===== src/bus_ctrl_pkg.sv =====
// Shared constants for the external bus controller: register map, config
// bits, pin positions, address windows and bus response codes.
// Assumes a 32-bit AXI4-Lite register bus with byte addresses.
package bus_ctrl_pkg;

  // Register bus geometry
  localparam int unsigned AXI_ADDR_W = 8;
  localparam int unsigned AXI_DATA_W = 32;

  // Register byte offsets
  localparam logic [AXI_ADDR_W-1:0] REG_CHIP_CONFIG    = 8'h00;
  localparam logic [AXI_ADDR_W-1:0] REG_PIN_FUNCTION   = 8'h04;
  localparam logic [AXI_ADDR_W-1:0] REG_PORT_OUTPUT    = 8'h08;
  localparam logic [AXI_ADDR_W-1:0] REG_PORT_DIRECTION = 8'h0c;
  localparam logic [AXI_ADDR_W-1:0] REG_PORT_INPUT     = 8'h10;
  localparam logic [AXI_ADDR_W-1:0] REG_STATUS         = 8'h14;

  // Fields of chip_config_byte
  localparam int unsigned CFG_W            = 4;
  localparam int unsigned CFG_STROBE_VALID = 0;
  localparam int unsigned CFG_WIDE         = 1;
  localparam int unsigned CFG_DYN          = 2;
  localparam int unsigned CFG_SPLIT_STORE  = 3;
  localparam logic [CFG_W-1:0] CFG_RESET   = 4'h0;

  // Control pin positions
  localparam int unsigned PIN_W         = 8;
  localparam int unsigned PIN_STROBE    = 0;
  localparam int unsigned PIN_FETCH     = 1;
  localparam int unsigned PIN_STORE     = 2;
  localparam int unsigned PIN_READ      = 3;
  localparam int unsigned PIN_HIGH_BYTE = 5;
  localparam int unsigned PIN_READY     = 6;
  localparam int unsigned PIN_SIZE      = 7;
  localparam logic [PIN_W-1:0] FUNC_OUT_MASK = 8'h2f;
  localparam logic [PIN_W-1:0] FUNC_MASK     = 8'hef;

  // Status fields
  localparam int unsigned STAT_W    = 3;
  localparam int unsigned STAT_EXT  = 0;
  localparam int unsigned STAT_PROG = 1;
  localparam int unsigned STAT_BUSY = 2;

  // On-chip program memory window
  localparam logic [15:0] INTERNAL_LO = 16'h2000;
  localparam logic [15:0] INTERNAL_HI = 16'h5fff;

  // Cycles spent filling the strap synchronisers after reset
  localparam logic [1:0] INIT_WAIT = 2'h2;

  // AXI responses
  localparam logic [1:0] RESP_OKAY   = 2'h0;
  localparam logic [1:0] RESP_SLVERR = 2'h2;

  // Bus cycle sequencer
  typedef enum logic [2:0] {ST_INIT, ST_IDLE, ST_ADDR, ST_DATA, ST_DONE} bus_state_e;

endpackage


===== src/cfg_if.sv =====
// Carrier between the register slave and the bus sequencer.
// Assumes both ends run on the same clock.
`timescale 1ns/1ns
`default_nettype none
interface cfg_if;
  import bus_ctrl_pkg::*;
  logic [CFG_W-1:0]  chip_config;
  logic [PIN_W-1:0]  pin_function;
  logic [PIN_W-1:0]  port_output;
  logic [PIN_W-1:0]  port_direction;
  logic [PIN_W-1:0]  port_input;
  logic [STAT_W-1:0] status;
  modport regs (output chip_config, pin_function, port_output, port_direction,
                input port_input, status);
  modport core (input chip_config, pin_function, port_output, port_direction,
                output port_input, status);
endinterface
`default_nettype wire


===== src/bus_registers.sv =====
// AXI4-Lite register slave holding bus setup and showing sequencer state.
// Assumes one outstanding write and one outstanding read from the master.
`timescale 1ns/1ns
`default_nettype none
module bus_registers
  import bus_ctrl_pkg::*;
(
  // Clock and reset
  input  wire logic                  clock_in,
  input  wire logic                  reset_n_in,
  // Write channels
  input  wire logic [AXI_ADDR_W-1:0] axi_awaddr_in,
  input  wire logic                  axi_awvalid_in,
  output var  logic                  axi_awready_out,
  input  wire logic [AXI_DATA_W-1:0] axi_wdata_in,
  input  wire logic [3:0]            axi_wstrb_in,
  input  wire logic                  axi_wvalid_in,
  output var  logic                  axi_wready_out,
  output var  logic [1:0]            axi_bresp_out,
  output var  logic                  axi_bvalid_out,
  input  wire logic                  axi_bready_in,
  // Read channels
  input  wire logic [AXI_ADDR_W-1:0] axi_araddr_in,
  input  wire logic                  axi_arvalid_in,
  output var  logic                  axi_arready_out,
  output var  logic [AXI_DATA_W-1:0] axi_rdata_out,
  output var  logic [1:0]            axi_rresp_out,
  output var  logic                  axi_rvalid_out,
  input  wire logic                  axi_rready_in,
  // Setup and state
  cfg_if.regs                        cfg
);
  typedef struct packed {
    logic                  aw_held;
    logic [AXI_ADDR_W-1:0] awaddr;
    logic                  w_held;
    logic [AXI_DATA_W-1:0] wdata;
    logic                  wlane0;
    logic                  awready;
    logic                  wready;
    logic                  bvalid;
    logic [1:0]            bresp;
    logic                  arready;
    logic                  rvalid;
    logic [AXI_DATA_W-1:0] rdata;
    logic [1:0]            rresp;
    logic [CFG_W-1:0]      chip_config;
    logic [PIN_W-1:0]      func;
    logic [PIN_W-1:0]      pout;
    logic [PIN_W-1:0]      pdir;
  } regs_s;

  regs_s s;
  regs_s n;

  // Known word offset
  function automatic logic mapped(input logic [AXI_ADDR_W-1:0] a);
    mapped = (a == REG_CHIP_CONFIG) || (a == REG_PIN_FUNCTION) || (a == REG_PORT_OUTPUT)
          || (a == REG_PORT_DIRECTION) || (a == REG_PORT_INPUT) || (a == REG_STATUS);
  endfunction

  // Channel handshakes, register writes and read data
  always_comb
  begin
    n = s;
    if (axi_bready_in && s.bvalid)
      n.bvalid = 1'b0;
    if (axi_rready_in && s.rvalid)
      n.rvalid = 1'b0;
    if (axi_awvalid_in && s.awready)
    begin
      n.aw_held = 1'b1;
      n.awaddr = {axi_awaddr_in[AXI_ADDR_W-1:2], 2'b00};
    end
    if (axi_wvalid_in && s.wready)
    begin
      n.w_held = 1'b1;
      n.wdata = axi_wdata_in;
      n.wlane0 = axi_wstrb_in[0];
    end
    if (n.aw_held && n.w_held && !n.bvalid)
    begin
      n.aw_held = 1'b0;
      n.w_held = 1'b0;
      n.bvalid = 1'b1;
      n.bresp = mapped(n.awaddr) ? RESP_OKAY : RESP_SLVERR;
      if (n.wlane0)
      begin
        case (n.awaddr)
          REG_CHIP_CONFIG:    n.chip_config = n.wdata[CFG_W-1:0];
          REG_PIN_FUNCTION:   n.func = n.wdata[PIN_W-1:0] & FUNC_MASK;
          REG_PORT_OUTPUT:    n.pout = n.wdata[PIN_W-1:0];
          REG_PORT_DIRECTION: n.pdir = n.wdata[PIN_W-1:0];
          default:            n.pdir = n.pdir;
        endcase
      end
    end
    if (axi_arvalid_in && s.arready)
    begin
      n.rvalid = 1'b1;
      n.rdata = '0;
      n.rresp = mapped({axi_araddr_in[AXI_ADDR_W-1:2], 2'b00}) ? RESP_OKAY : RESP_SLVERR;
      case ({axi_araddr_in[AXI_ADDR_W-1:2], 2'b00})
        REG_CHIP_CONFIG:    n.rdata[CFG_W-1:0] = s.chip_config;
        REG_PIN_FUNCTION:   n.rdata[PIN_W-1:0] = s.func;
        REG_PORT_OUTPUT:    n.rdata[PIN_W-1:0] = s.pout;
        REG_PORT_DIRECTION: n.rdata[PIN_W-1:0] = s.pdir;
        REG_PORT_INPUT:     n.rdata[PIN_W-1:0] = cfg.port_input;
        REG_STATUS:         n.rdata[STAT_W-1:0] = cfg.status;
        default:            n.rdata = '0;
      endcase
    end
    n.awready = !n.aw_held && !n.bvalid;
    n.wready = !n.w_held && !n.bvalid;
    n.arready = !n.rvalid;
  end

  // State register
  always_ff @(posedge clock_in)
  begin
    if (!reset_n_in)
    begin
      s <= '0;
      s.chip_config <= CFG_RESET;
    end
    else
      s <= n;
  end

  // Outputs from state
  assign axi_awready_out = s.awready;
  assign axi_wready_out = s.wready;
  assign axi_bvalid_out = s.bvalid;
  assign axi_bresp_out = s.bresp;
  assign axi_arready_out = s.arready;
  assign axi_rvalid_out = s.rvalid;
  assign axi_rdata_out = s.rdata;
  assign axi_rresp_out = s.rresp;
  assign cfg.chip_config = s.chip_config;
  assign cfg.pin_function = s.func;
  assign cfg.port_output = s.pout;
  assign cfg.port_direction = s.pdir;

endmodule // bus_registers
`default_nettype wire


===== src/external_memory_bus_control.sv =====
// External memory bus controller: sequences multiplexed 16-bit address/data
// cycles, drives strobes, byte enables, fetch flag and bus clock, and picks
// internal or external memory from the select strap taken after reset.
// Assumes a CPU request port on clock_in and an address latch on the pins.
// Contract
// - Address strobe pin is either latch-enable pulse or address-valid, chosen by config.
// - Address is valid while the strobe falls, so a latch can capture it.
// - Address-valid form is low during access, high at end of cycle.
// - Strobe moves only for external accesses, idle during internal ones.
// - High-byte-enable form goes low on external writes using the upper byte.
// - High-byte-store form goes low on external 16-bit writes of an odd byte or a word.
// - High byte pin asserts only on external writes, never reads or internal.
// - Config bits 1 and 2 both set make the size pin pick cycle width.
// - Size pin low means 8-bit cycle, high means 16-bit; device obeys.
// - Fetch indicator is high through external fetch cycles, low otherwise.
// - Bus clock runs at half the oscillator rate, 50 percent duty.
// - Select strap low sends every access to the external bus.
// - Select strap high serves 2000h to 5fffh on chip, rest external.
// - Programming level on select strap starts programming mode; strap latched at reset.
// - Each bus control pin works as plain port pin when function off; size pin still picks cycle width when config bits 1 and 2 set.
// - Read strobe is low only during external read cycles.
// - Store strobe pulses on every external write; split form only for writes using the low byte.
// - Ready low inserts wait states; cycle proceeds at bus clock rise seeing ready.
//
// The AXI4-Lite interface to the registers and the register addresses were decided locally.
`timescale 1ns/1ns
`default_nettype none
module external_memory_bus_control
  import bus_ctrl_pkg::*;
(
  // Clock and reset
  input  wire logic                  clock_in,
  input  wire logic                  reset_n_in,
  // AXI4-Lite register slave
  input  wire logic [AXI_ADDR_W-1:0] axi_awaddr_in,
  input  wire logic                  axi_awvalid_in,
  output var  logic                  axi_awready_out,
  input  wire logic [AXI_DATA_W-1:0] axi_wdata_in,
  input  wire logic [3:0]            axi_wstrb_in,
  input  wire logic                  axi_wvalid_in,
  output var  logic                  axi_wready_out,
  output var  logic [1:0]            axi_bresp_out,
  output var  logic                  axi_bvalid_out,
  input  wire logic                  axi_bready_in,
  input  wire logic [AXI_ADDR_W-1:0] axi_araddr_in,
  input  wire logic                  axi_arvalid_in,
  output var  logic                  axi_arready_out,
  output var  logic [AXI_DATA_W-1:0] axi_rdata_out,
  output var  logic [1:0]            axi_rresp_out,
  output var  logic                  axi_rvalid_out,
  input  wire logic                  axi_rready_in,
  // CPU request and answer
  input  wire logic                  req_valid_in,
  output var  logic                  req_ready_out,
  input  wire logic [15:0]           req_addr_in,
  input  wire logic                  req_write_in,
  input  wire logic                  req_word_in,
  input  wire logic                  req_fetch_in,
  input  wire logic [15:0]           req_wdata_in,
  output var  logic                  resp_valid_out,
  output var  logic [15:0]           resp_rdata_out,
  output var  logic                  resp_internal_out,
  // Straps
  input  wire logic                  external_access_select_in,
  input  wire logic                  programming_level_in,
  output var  logic                  programming_mode_out,
  // Multiplexed address/data pins
  input  wire logic [15:0]           ad_in,
  output var  logic [15:0]           ad_out,
  output var  logic [1:0]            ad_oe_out,
  // Bus control and port pins
  input  wire logic [PIN_W-1:0]      ctrl_pin_in,
  output var  logic [PIN_W-1:0]      ctrl_pin_out,
  output var  logic [PIN_W-1:0]      ctrl_pin_oe_out,
  output var  logic                  bus_clock_output_out
);
  typedef struct packed {
    bus_state_e       st;
    logic             half;
    logic             bus_clk;
    logic [1:0]       init_cnt;
    logic             ea_s1;
    logic             ea_s2;
    logic             pg_s1;
    logic             pg_s2;
    logic             ea_latched;
    logic             prog_mode;
    logic [PIN_W-1:0] pin_s1;
    logic [PIN_W-1:0] pin_s2;
    logic [15:0]      ad_s1;
    logic [15:0]      ad_s2;
    logic [15:0]      addr;
    logic [15:0]      wdata;
    logic             wr;
    logic             word;
    logic             fetch;
    logic             wide;
    logic             second;
    logic [15:0]      rdata;
    logic             req_ready;
    logic             resp_valid;
    logic             resp_internal;
    logic [15:0]      ad_out;
    logic [1:0]       ad_oe;
    logic [PIN_W-1:0] pin_out;
    logic [PIN_W-1:0] pin_oe;
  } core_s;

  core_s            s;
  core_s            n;
  logic [PIN_W-1:0] fn;
  logic [1:0]       lanes;
  logic             active;
  logic             data_ph;
  logic             ready_now;
  logic             size_now;

  cfg_if cfg ();

  // Register slave
  bus_registers regs_i (
    .clock_in        (clock_in),
    .reset_n_in      (reset_n_in),
    .axi_awaddr_in   (axi_awaddr_in),
    .axi_awvalid_in  (axi_awvalid_in),
    .axi_awready_out (axi_awready_out),
    .axi_wdata_in    (axi_wdata_in),
    .axi_wstrb_in    (axi_wstrb_in),
    .axi_wvalid_in   (axi_wvalid_in),
    .axi_wready_out  (axi_wready_out),
    .axi_bresp_out   (axi_bresp_out),
    .axi_bvalid_out  (axi_bvalid_out),
    .axi_bready_in   (axi_bready_in),
    .axi_araddr_in   (axi_araddr_in),
    .axi_arvalid_in  (axi_arvalid_in),
    .axi_arready_out (axi_arready_out),
    .axi_rdata_out   (axi_rdata_out),
    .axi_rresp_out   (axi_rresp_out),
    .axi_rvalid_out  (axi_rvalid_out),
    .axi_rready_in   (axi_rready_in),
    .cfg             (cfg.regs)
  );

  // On-chip window decode
  function automatic logic is_internal(input logic [15:0] a, input logic ea);
    is_internal = ea && (a >= INTERNAL_LO) && (a <= INTERNAL_HI);
  endfunction

  // Byte lanes a cycle uses: {high, low}
  function automatic logic [1:0] lanes_used(input logic wide, input logic word,
                                            input logic a0);
    if (wide)
      lanes_used = {word || a0, word || !a0};
    else
      lanes_used = 2'b01;
  endfunction

  // Effective ready and size from synchronised pins
  assign ready_now = cfg.pin_function[PIN_READY] ? s.pin_s2[PIN_READY] : 1'b1;
  assign size_now = (cfg.chip_config[CFG_WIDE] && cfg.chip_config[CFG_DYN])
                  ? s.pin_s2[PIN_SIZE] : cfg.chip_config[CFG_WIDE];

  // Sequencer, synchronisers and pin drive
  always_comb
  begin
    n = s;
    n.resp_valid = 1'b0;
    n.resp_internal = 1'b0;
    n.bus_clk = ~s.bus_clk;
    n.ea_s1 = external_access_select_in;
    n.ea_s2 = s.ea_s1;
    n.pg_s1 = programming_level_in;
    n.pg_s2 = s.pg_s1;
    n.pin_s1 = ctrl_pin_in;
    n.pin_s2 = s.pin_s1;
    n.ad_s1 = ad_in;
    n.ad_s2 = s.ad_s1;
    case (s.st)
      ST_INIT:
      begin
        n.init_cnt = s.init_cnt + 2'h1;
        if (s.init_cnt == INIT_WAIT)
        begin
          n.ea_latched = s.ea_s2;
          n.prog_mode = s.pg_s2;
          n.st = ST_IDLE;
        end
      end
      ST_IDLE:
      begin
        if (req_valid_in && s.req_ready)
        begin
          n.addr = req_word_in ? {req_addr_in[15:1], 1'b0} : req_addr_in;
          n.wdata = req_wdata_in;
          n.wr = req_write_in;
          n.word = req_word_in;
          n.fetch = req_fetch_in;
          n.second = 1'b0;
          n.rdata = '0;
          n.half = 1'b0;
          if (is_internal(req_addr_in, s.ea_latched))
          begin
            n.resp_valid = 1'b1;
            n.resp_internal = 1'b1;
          end
          else
            n.st = ST_ADDR;
        end
      end
      ST_ADDR:
      begin
        n.half = 1'b1;
        if (s.half)
        begin
          n.st = ST_DATA;
          n.half = 1'b0;
          n.wide = size_now;
        end
      end
      ST_DATA:
      begin
        n.half = 1'b1;
        if (s.half && !s.bus_clk && ready_now)
          n.st = ST_DONE;
      end
      ST_DONE:
      begin
        if (!s.wr)
        begin
          if (s.wide && s.word)
            n.rdata = s.ad_s2;
          else if (s.wide)
            n.rdata[7:0] = s.addr[0] ? s.ad_s2[15:8] : s.ad_s2[7:0];
          else if (s.second)
            n.rdata[15:8] = s.ad_s2[7:0];
          else
            n.rdata[7:0] = s.ad_s2[7:0];
        end
        if (!s.wide && s.word && !s.second)
        begin
          n.second = 1'b1;
          n.addr = {s.addr[15:1], 1'b1};
          n.half = 1'b0;
          n.st = ST_ADDR;
        end
        else
        begin
          n.resp_valid = 1'b1;
          n.st = ST_IDLE;
        end
      end
      default:
        n.st = ST_INIT;
    endcase
    n.req_ready = (n.st == ST_IDLE) && !n.resp_valid;

    // Bus function levels for the coming cycle
    lanes = lanes_used(n.wide, n.word, n.addr[0]);
    active = (n.st == ST_ADDR) || (n.st == ST_DATA);
    data_ph = (n.st == ST_DATA);
    fn = '0;
    fn[PIN_STROBE] = cfg.chip_config[CFG_STROBE_VALID] ? !active
                   : ((n.st == ST_ADDR) && !n.half);
    fn[PIN_FETCH] = active && n.fetch;
    fn[PIN_STORE] = !(data_ph && n.wr
                    && (!cfg.chip_config[CFG_SPLIT_STORE] || lanes[0]));
    fn[PIN_READ] = !(data_ph && !n.wr);
    fn[PIN_HIGH_BYTE] = !(data_ph && n.wr && lanes[1]);

    // Address during the address phase, write data on used lanes after
    if (n.st == ST_ADDR)
    begin
      n.ad_out = n.addr;
      n.ad_oe = 2'b11;
    end
    else if (data_ph && n.wr)
    begin
      if (n.wide && n.word)
        n.ad_out = n.wdata;
      else if (n.second)
        n.ad_out = {n.wdata[15:8], n.wdata[15:8]};
      else
        n.ad_out = {n.wdata[7:0], n.wdata[7:0]};
      n.ad_oe = lanes;
    end
    else
      n.ad_oe = 2'b00;

    // Bus function or plain port per pin
    for (int i = 0; i < PIN_W; i++)
    begin
      if (cfg.pin_function[i])
      begin
        n.pin_out[i] = FUNC_OUT_MASK[i] ? fn[i] : cfg.port_output[i];
        n.pin_oe[i] = FUNC_OUT_MASK[i];
      end
      else
      begin
        n.pin_out[i] = cfg.port_output[i];
        n.pin_oe[i] = cfg.port_direction[i];
      end
    end
  end

  // State register
  always_ff @(posedge clock_in)
  begin
    if (!reset_n_in)
      s <= '0;
    else
      s <= n;
  end

  // Outputs and state shown to software
  assign req_ready_out = s.req_ready;
  assign resp_valid_out = s.resp_valid;
  assign resp_rdata_out = s.rdata;
  assign resp_internal_out = s.resp_internal;
  assign programming_mode_out = s.prog_mode;
  assign ad_out = s.ad_out;
  assign ad_oe_out = s.ad_oe;
  assign ctrl_pin_out = s.pin_out;
  assign ctrl_pin_oe_out = s.pin_oe;
  assign bus_clock_output_out = s.bus_clk;
  assign cfg.port_input = s.pin_s2;
  assign cfg.status = {s.st != ST_IDLE, s.prog_mode, s.ea_latched};
endmodule // external_memory_bus_control
`default_nettype wire


===== config.mk =====
export PLATFORM = sky130hd
export DESIGN_NAME = external_memory_bus_control
export DESIGN_NICKNAME = d
export VERILOG_FILES = /design/src/bus_ctrl_pkg.sv /design/src/cfg_if.sv /design/src/bus_registers.sv /design/src/external_memory_bus_control.sv
export SDC_FILE = /design/constraint.sdc
export NUM_CORES = 1
export LEC_CHECK = 0
export ABC_CLOCK_PERIOD_IN_PS = 2200
export BUFFER_PORTS_ARGS = -buffer_cell sky130_fd_sc_hd__buf_2
export CAP_MARGIN = 15
export CORE_MARGIN = 5
export CORE_UTILIZATION = 49
export DETAILED_ROUTE_END_ITERATION = 6
export PLACE_DENSITY = 0.77
export SLEW_MARGIN = 5
export SYNTH_ARGS = -nofsm -noshare
export SYNTH_HDL_FRONTEND = slang
export SYNTH_HIERARCHICAL = 1
export SYNTH_SLANG_ARGS = --single-unit

===== constraint.sdc =====
create_clock -name clock_in -period 2.2 [get_ports clock_in]
set_clock_uncertainty 0.05 [all_clocks]
set_input_delay 0.44 -clock clock_in [delete_from_list [all_inputs] [get_ports clock_in]]
set_output_delay 0.44 -clock clock_in [all_outputs]
set_load 0.02 [all_outputs]

After elaboration in Yosys (flattened, before gate mapping)
Cells that the tools add are included.
- flip-flop bits (word level): 238
- output and inout port bits: 96
- logic and storage cells: 214
- add/subtract/negate cells: 1
- magnitude comparators: 2
- equality and inequality tests: 24
- multiplexer cells: 62
- bitwise logic cells: 2
- reduce and logical (&&, ||, !) cells: 72
- operators by type and width (operator ; number):
    $mux W16 ; 5
    $mux W35 ; 2
    $mux W8 ; 5
    $mux W34 ; 1
    $pmux W17 S2 ; 1
    $pmux W16 S2 ; 1
    $logic_and A1 B1 Y1 ; 26
    $mux W1 ; 24
    $mux W19 ; 1
    $mux W18 ; 1
    $pmux W3 S6 ; 1
    $logic_not A1 Y1 ; 17
    $mux W17 ; 1
    $eq A8 B4 Y1 const B ; 2
    $eq A8 B5 Y1 const B ; 2
    $ge A16 B14 Y1 const B ; 1
    $le A16 B15 Y1 const B ; 1
    $pmux W4 S4 ; 1
    $pmux W3 S5 ; 1
    $reduce_and A3 Y1 ; 5
    $logic_or A1 B1 Y1 ; 14
    $mux W2 ; 7
    $eq A3 B2 Y1 const B ; 4
    $eq A6 B2 Y1 const B ; 2
    other kinds (26) ; 37

Longest topological paths before layout
- word-level depth: 12
- depth in mapped cells: 9

Cells and area by module
Netlist, hierarchy kept.
- by module, submodules not included (module ; instances ; cells each ; area an instance (µm²) ; seq. area each (µm²)):
    external_memory_bus_control ; 1 ; 643 ; 6097.1 ; 3022.9
    bus_registers ; 1 ; 345 ; 3159.3 ; 1221.2

Least setup slack after synthesis
Ideal clock, no wire load.
- kind: reg-to-reg
- from: reg s[150] (netlist name)
- to: reg s, in the netlist ad_out[4]
- setup time: 0.120 ns
- arrival time: 2.010 ns
- data required time: 2.030 ns
- slack: 0.020 ns
- stages on the path, launching flop included: 8
- cell sequence: dfxtp_1 -> or3b_1 -> buf_6 -> or3_4 -> o211ai_2 -> a21boi_4 -> nor2b_1 -> o31a_1
- word-level cells in the longest chain between the ends: 6
- ends and longest elaborated chain (item ; line ; text):
    from (decl) ; external_memory_bus_control.sv:109 ; core_s s;
    from (signal assigned) ; external_memory_bus_control.sv:311 ; s <= n;
    $eq A3 B3 Y1 (tied with other cells) ; external_memory_bus_control.sv:178 ; case (s.st)
    $pmux W17 S2 (tied with other cells) ; external_memory_bus_control.sv:178 ;
    $mux W16 (tied with other cells) ; external_memory_bus_control.sv:280 ; else if (n.second)
    $mux W16 or $eq A3 B2 Y1 (tied branches) ; external_memory_bus_control.sv:278, external_memory_bus_control.sv:260 ;
    $mux W16 or $logic_and A1 B1 Y1 (tied branches) ; external_memory_bus_control.sv:276 ; else if (data_ph && n.wr)
    $mux W18 or $reduce_bool A2 Y1 (tied branches) ; n/a ;
Several ways; a longest one is shown, not always the timed one. The select of a mux whose other input is x is not followed.
A chain may end at the register's enable or synchronous reset.

Final worst setup path
- from: reg s[149] (netlist name)
- to: reg s, in the netlist ad_out[3]
Same word-level chain as after synthesis.

==> results.yml <==
power_and_ir_drop:
  p_leak_nw: 4.75
  p_per_area_nw_per_um2: 804
  irDropWorstVdd_mv: 0.549
  p_total_w: 0.00855
die:
  fp.dieH_microns: 147
  die_area_sq_um: 21700
  die_w_microns: 147
  ios: 217
  start_util_pct: 49.7
  core_sq_um: 18600
  rows: 50
synthesis:
  ys_seq_elements: 212
  synth_area_leaders: "dfxtp_1 (46%), buf_4 (9.3%), mux2i_1 (8.9%)"
  synth_cell_types: 79
  netlist_instances: 988
  ys_seq_area_share_pct: 45.9
  synth_warnings: 6
  synth_top_area_cell: "dfxtp_1"
  netlist_area_sq_um: 9260
  synth_edf_count: 0
  synth_area_per_cell_sq_um: 9.37
  synth_top_area_share_pct: 45.9
  ys.flop_type: "dfxtp_1"
  synthArstFlopShare_pct: 0
  synth.most_common_cell: "dfxtp_1"
  yosys-top-cells-count: "dfxtp_1 (212), buf_4 (115), nand2_1 (103)"
run:
  cap_violations: 0
clock_network:
  htree_levels: 1
  clock_sinks: 212
  postCtsHoldBufs: 0
  cts_buffers: 23
  cts-root-buf: "clkbuf_16"
  clk_pin_slew_ns: 0.06
  cts_tree: "done"
  clk-insertion-delay-late_ns: 0.50
  ctsLongestPathBuffers: 3
global_route:
  grt_pass1_vias: 6890
  grtUsageTotal_pct: 19.3
  grt_pass1_wl_mm: 34.7
  gr-total-overflow: 0
  antenna_found_initial: 1
  grt_start_max_net_pins: 100
sta:
  hold_viol: 0
  setup_viol: 0
  drv_slew: 0
  fin_crit_sh_pct: 97.4
  slew_headroom_pct: 56.4
  fmax_ghz: 0.467
  rsz0062_at_grt: "true"
  post-route-min-period_ns: 2.14
  worstMarginPinSlew_ns: 0.650
detailed_routing:
  vias_per_cell: 5.20
  drc: 0
  finalWirelength_mm: 21.5
  first_pass_iters: 5
  ant_nets: 0
  vias: 6994
  drt_iter0_drc: 477
  avgRoutedWirePerCell_microns: 16.0
setup_path:
  end_kind: "register"
  cp.required_ns: 2.54
  r2r_cells: 6
  r2r-end: "ad_out[3]"
  startpoint_type: "register"
  crit_fanout: 9
  crit_arrival_ns: 2.48
  r2r_slack_ns: 0.06
  critPathKind: "reg2reg"
  r2r_start: "s[149]"
status:
  status: "completed"
cells_and_area:
  stdcell_count: 1345
  area_growth_pct: 15.0
  drive_above_1_share_pct: 28.4
  diodes: 0
  fin_util_pct: 57.1
  num-fill-cells: 1658
  nets: 1218
worst_hold_path:
  holdPathStages: 2
  min_to: "n[142]"
  min_from: "external_access_select_in"
  hold_class: "in2reg"
placement:
  place.gp.congestion: 0.938
  io_buffers: 159
  hpwlAfterDp_mm: 15.9
  post-place-cells: 1302
critical path, cell delays in order, from the launching register on:
cell	delay [ns]
dfxtp_2	0.36
or3b_1	0.38
or3_4	0.41
o211ai_4	0.13
nand3_2	0.23
buf_4	0.24
o221a_2	0.22
power breakdown:
group | internal (W) | switching [W]
clock | 0.00206 | 0.00146
combinational | 0.000408 | 0.000572
sequential | 0.00398 | 0.0000737
total | 0.00645 | 0.00211
how the worst max path moves through the flow:
stage | from | end | slack, ns | cells after the start
after floorplan | s[150] | ad_out[4] | 0.02 | 7
after CTS | s[149] | ad_out[2] | 0.001 | 6
after detailed placement | s[149] | ad_out[7] | -0.08 | 5
final | s[149] | ad_out[3] | 0.06 | 6
after global routing | s[148] | ad_out[5] | -0.05 | 9
after global placement | s[149] | ad_out[7] | -0.05 | 5
placed cells by master (no fill, tap or decap), types with 7 or more instances in the layout:
cell         n
nor3_1      16
nor2_1      78
inv_1       19
nand3_1      8
and2_1      61
nand2b_1    13
mux2_2      17
and3_1      10
conb_1      27
buf_4       52
buf_2      159
nor3b_1      7
o21ai_0     24
a21oi_1     63
o221a_2      8
clkbuf_16   23
mux2i_1     79
nand2_1    102
a22oi_1      7
dfxtp_1    210
cells by family (layout without fill, tap and decap cells):
| kind of cell | after synthesis | count (layout) | synth area share [%] |
|---|---|---|---|
| compound gates | 167 | 168 | 13.0 |
| xor+xnor | 2 | 2 | 0.189 |
| fa+ha+maj | 1 | 1 | 0.135 |
| buf+inv | 181 | 277 | 12.4 |
| flops | 212 | 212 | 45.9 |
| mux | 100 | 100 | 11.2 |
| other cells | 1 | 27 | 0.0405 |
| simple gates | 324 | 324 | 17.2 |
metal layers:
layer	wire, microns	track usage (%)	vias up
met5	7	0	-
met4	477	5.68	2
met3	1420	3.92	37
met2	10400	33.4	231
met1	9200	24.3	3266
li1	-	-	3458
metrics by stage:
stage	setup TNS, ns	hold slack (ns)	instance area, sq um	setup WS, ns
after CTS	0	0.0798	10600	0.00142
final	0	0.0973	10600	0.0574
after floorplan	0	0.362	9350	0.0204
after detailed placement	-0.823	0.369	9860	-0.0781
after global routing	-0.187	0.0815	10600	-0.0515
after global placement	-0.368	0.366	9860	-0.0487
registers in the layout, indices dropped and copies added, names as in the netlist, 2 cells and up:
signal	flops
regs_i/cfg.pin_function	7
ctrl_pin_oe_out	8
n	26
resp_rdata_out	16
regs_i/cfg.chip_config	4
regs_i/cfg.port_direction	8
ad_out	16
regs_i/cfg.port_output	8
cfg.port_input	8
ad_oe_out	2
s	61
regs_i/axi_rdata_out	8
regs_i/s	19
ctrl_pin_out	8
area by class of cell:
cell class	instances	area, sq um	area share, %
sequential	212	4250	39.9
tap	234	293	2.75
multi-input combinational	622	4030	37.9
inverter	20	75.1	0.705
clock buffer	33	653	6.14
timing repair buffer	217	1300	12.2
clock inverter	7	45.0	0.423
repair_timing:
item | CTS | global route
buffers inserted | 1 | 1
cloned | 1 | 0
gates resized for setup | 3 | 10
setup endpoints to repair | 15 | 24
(Power assumes the default switching activity.)
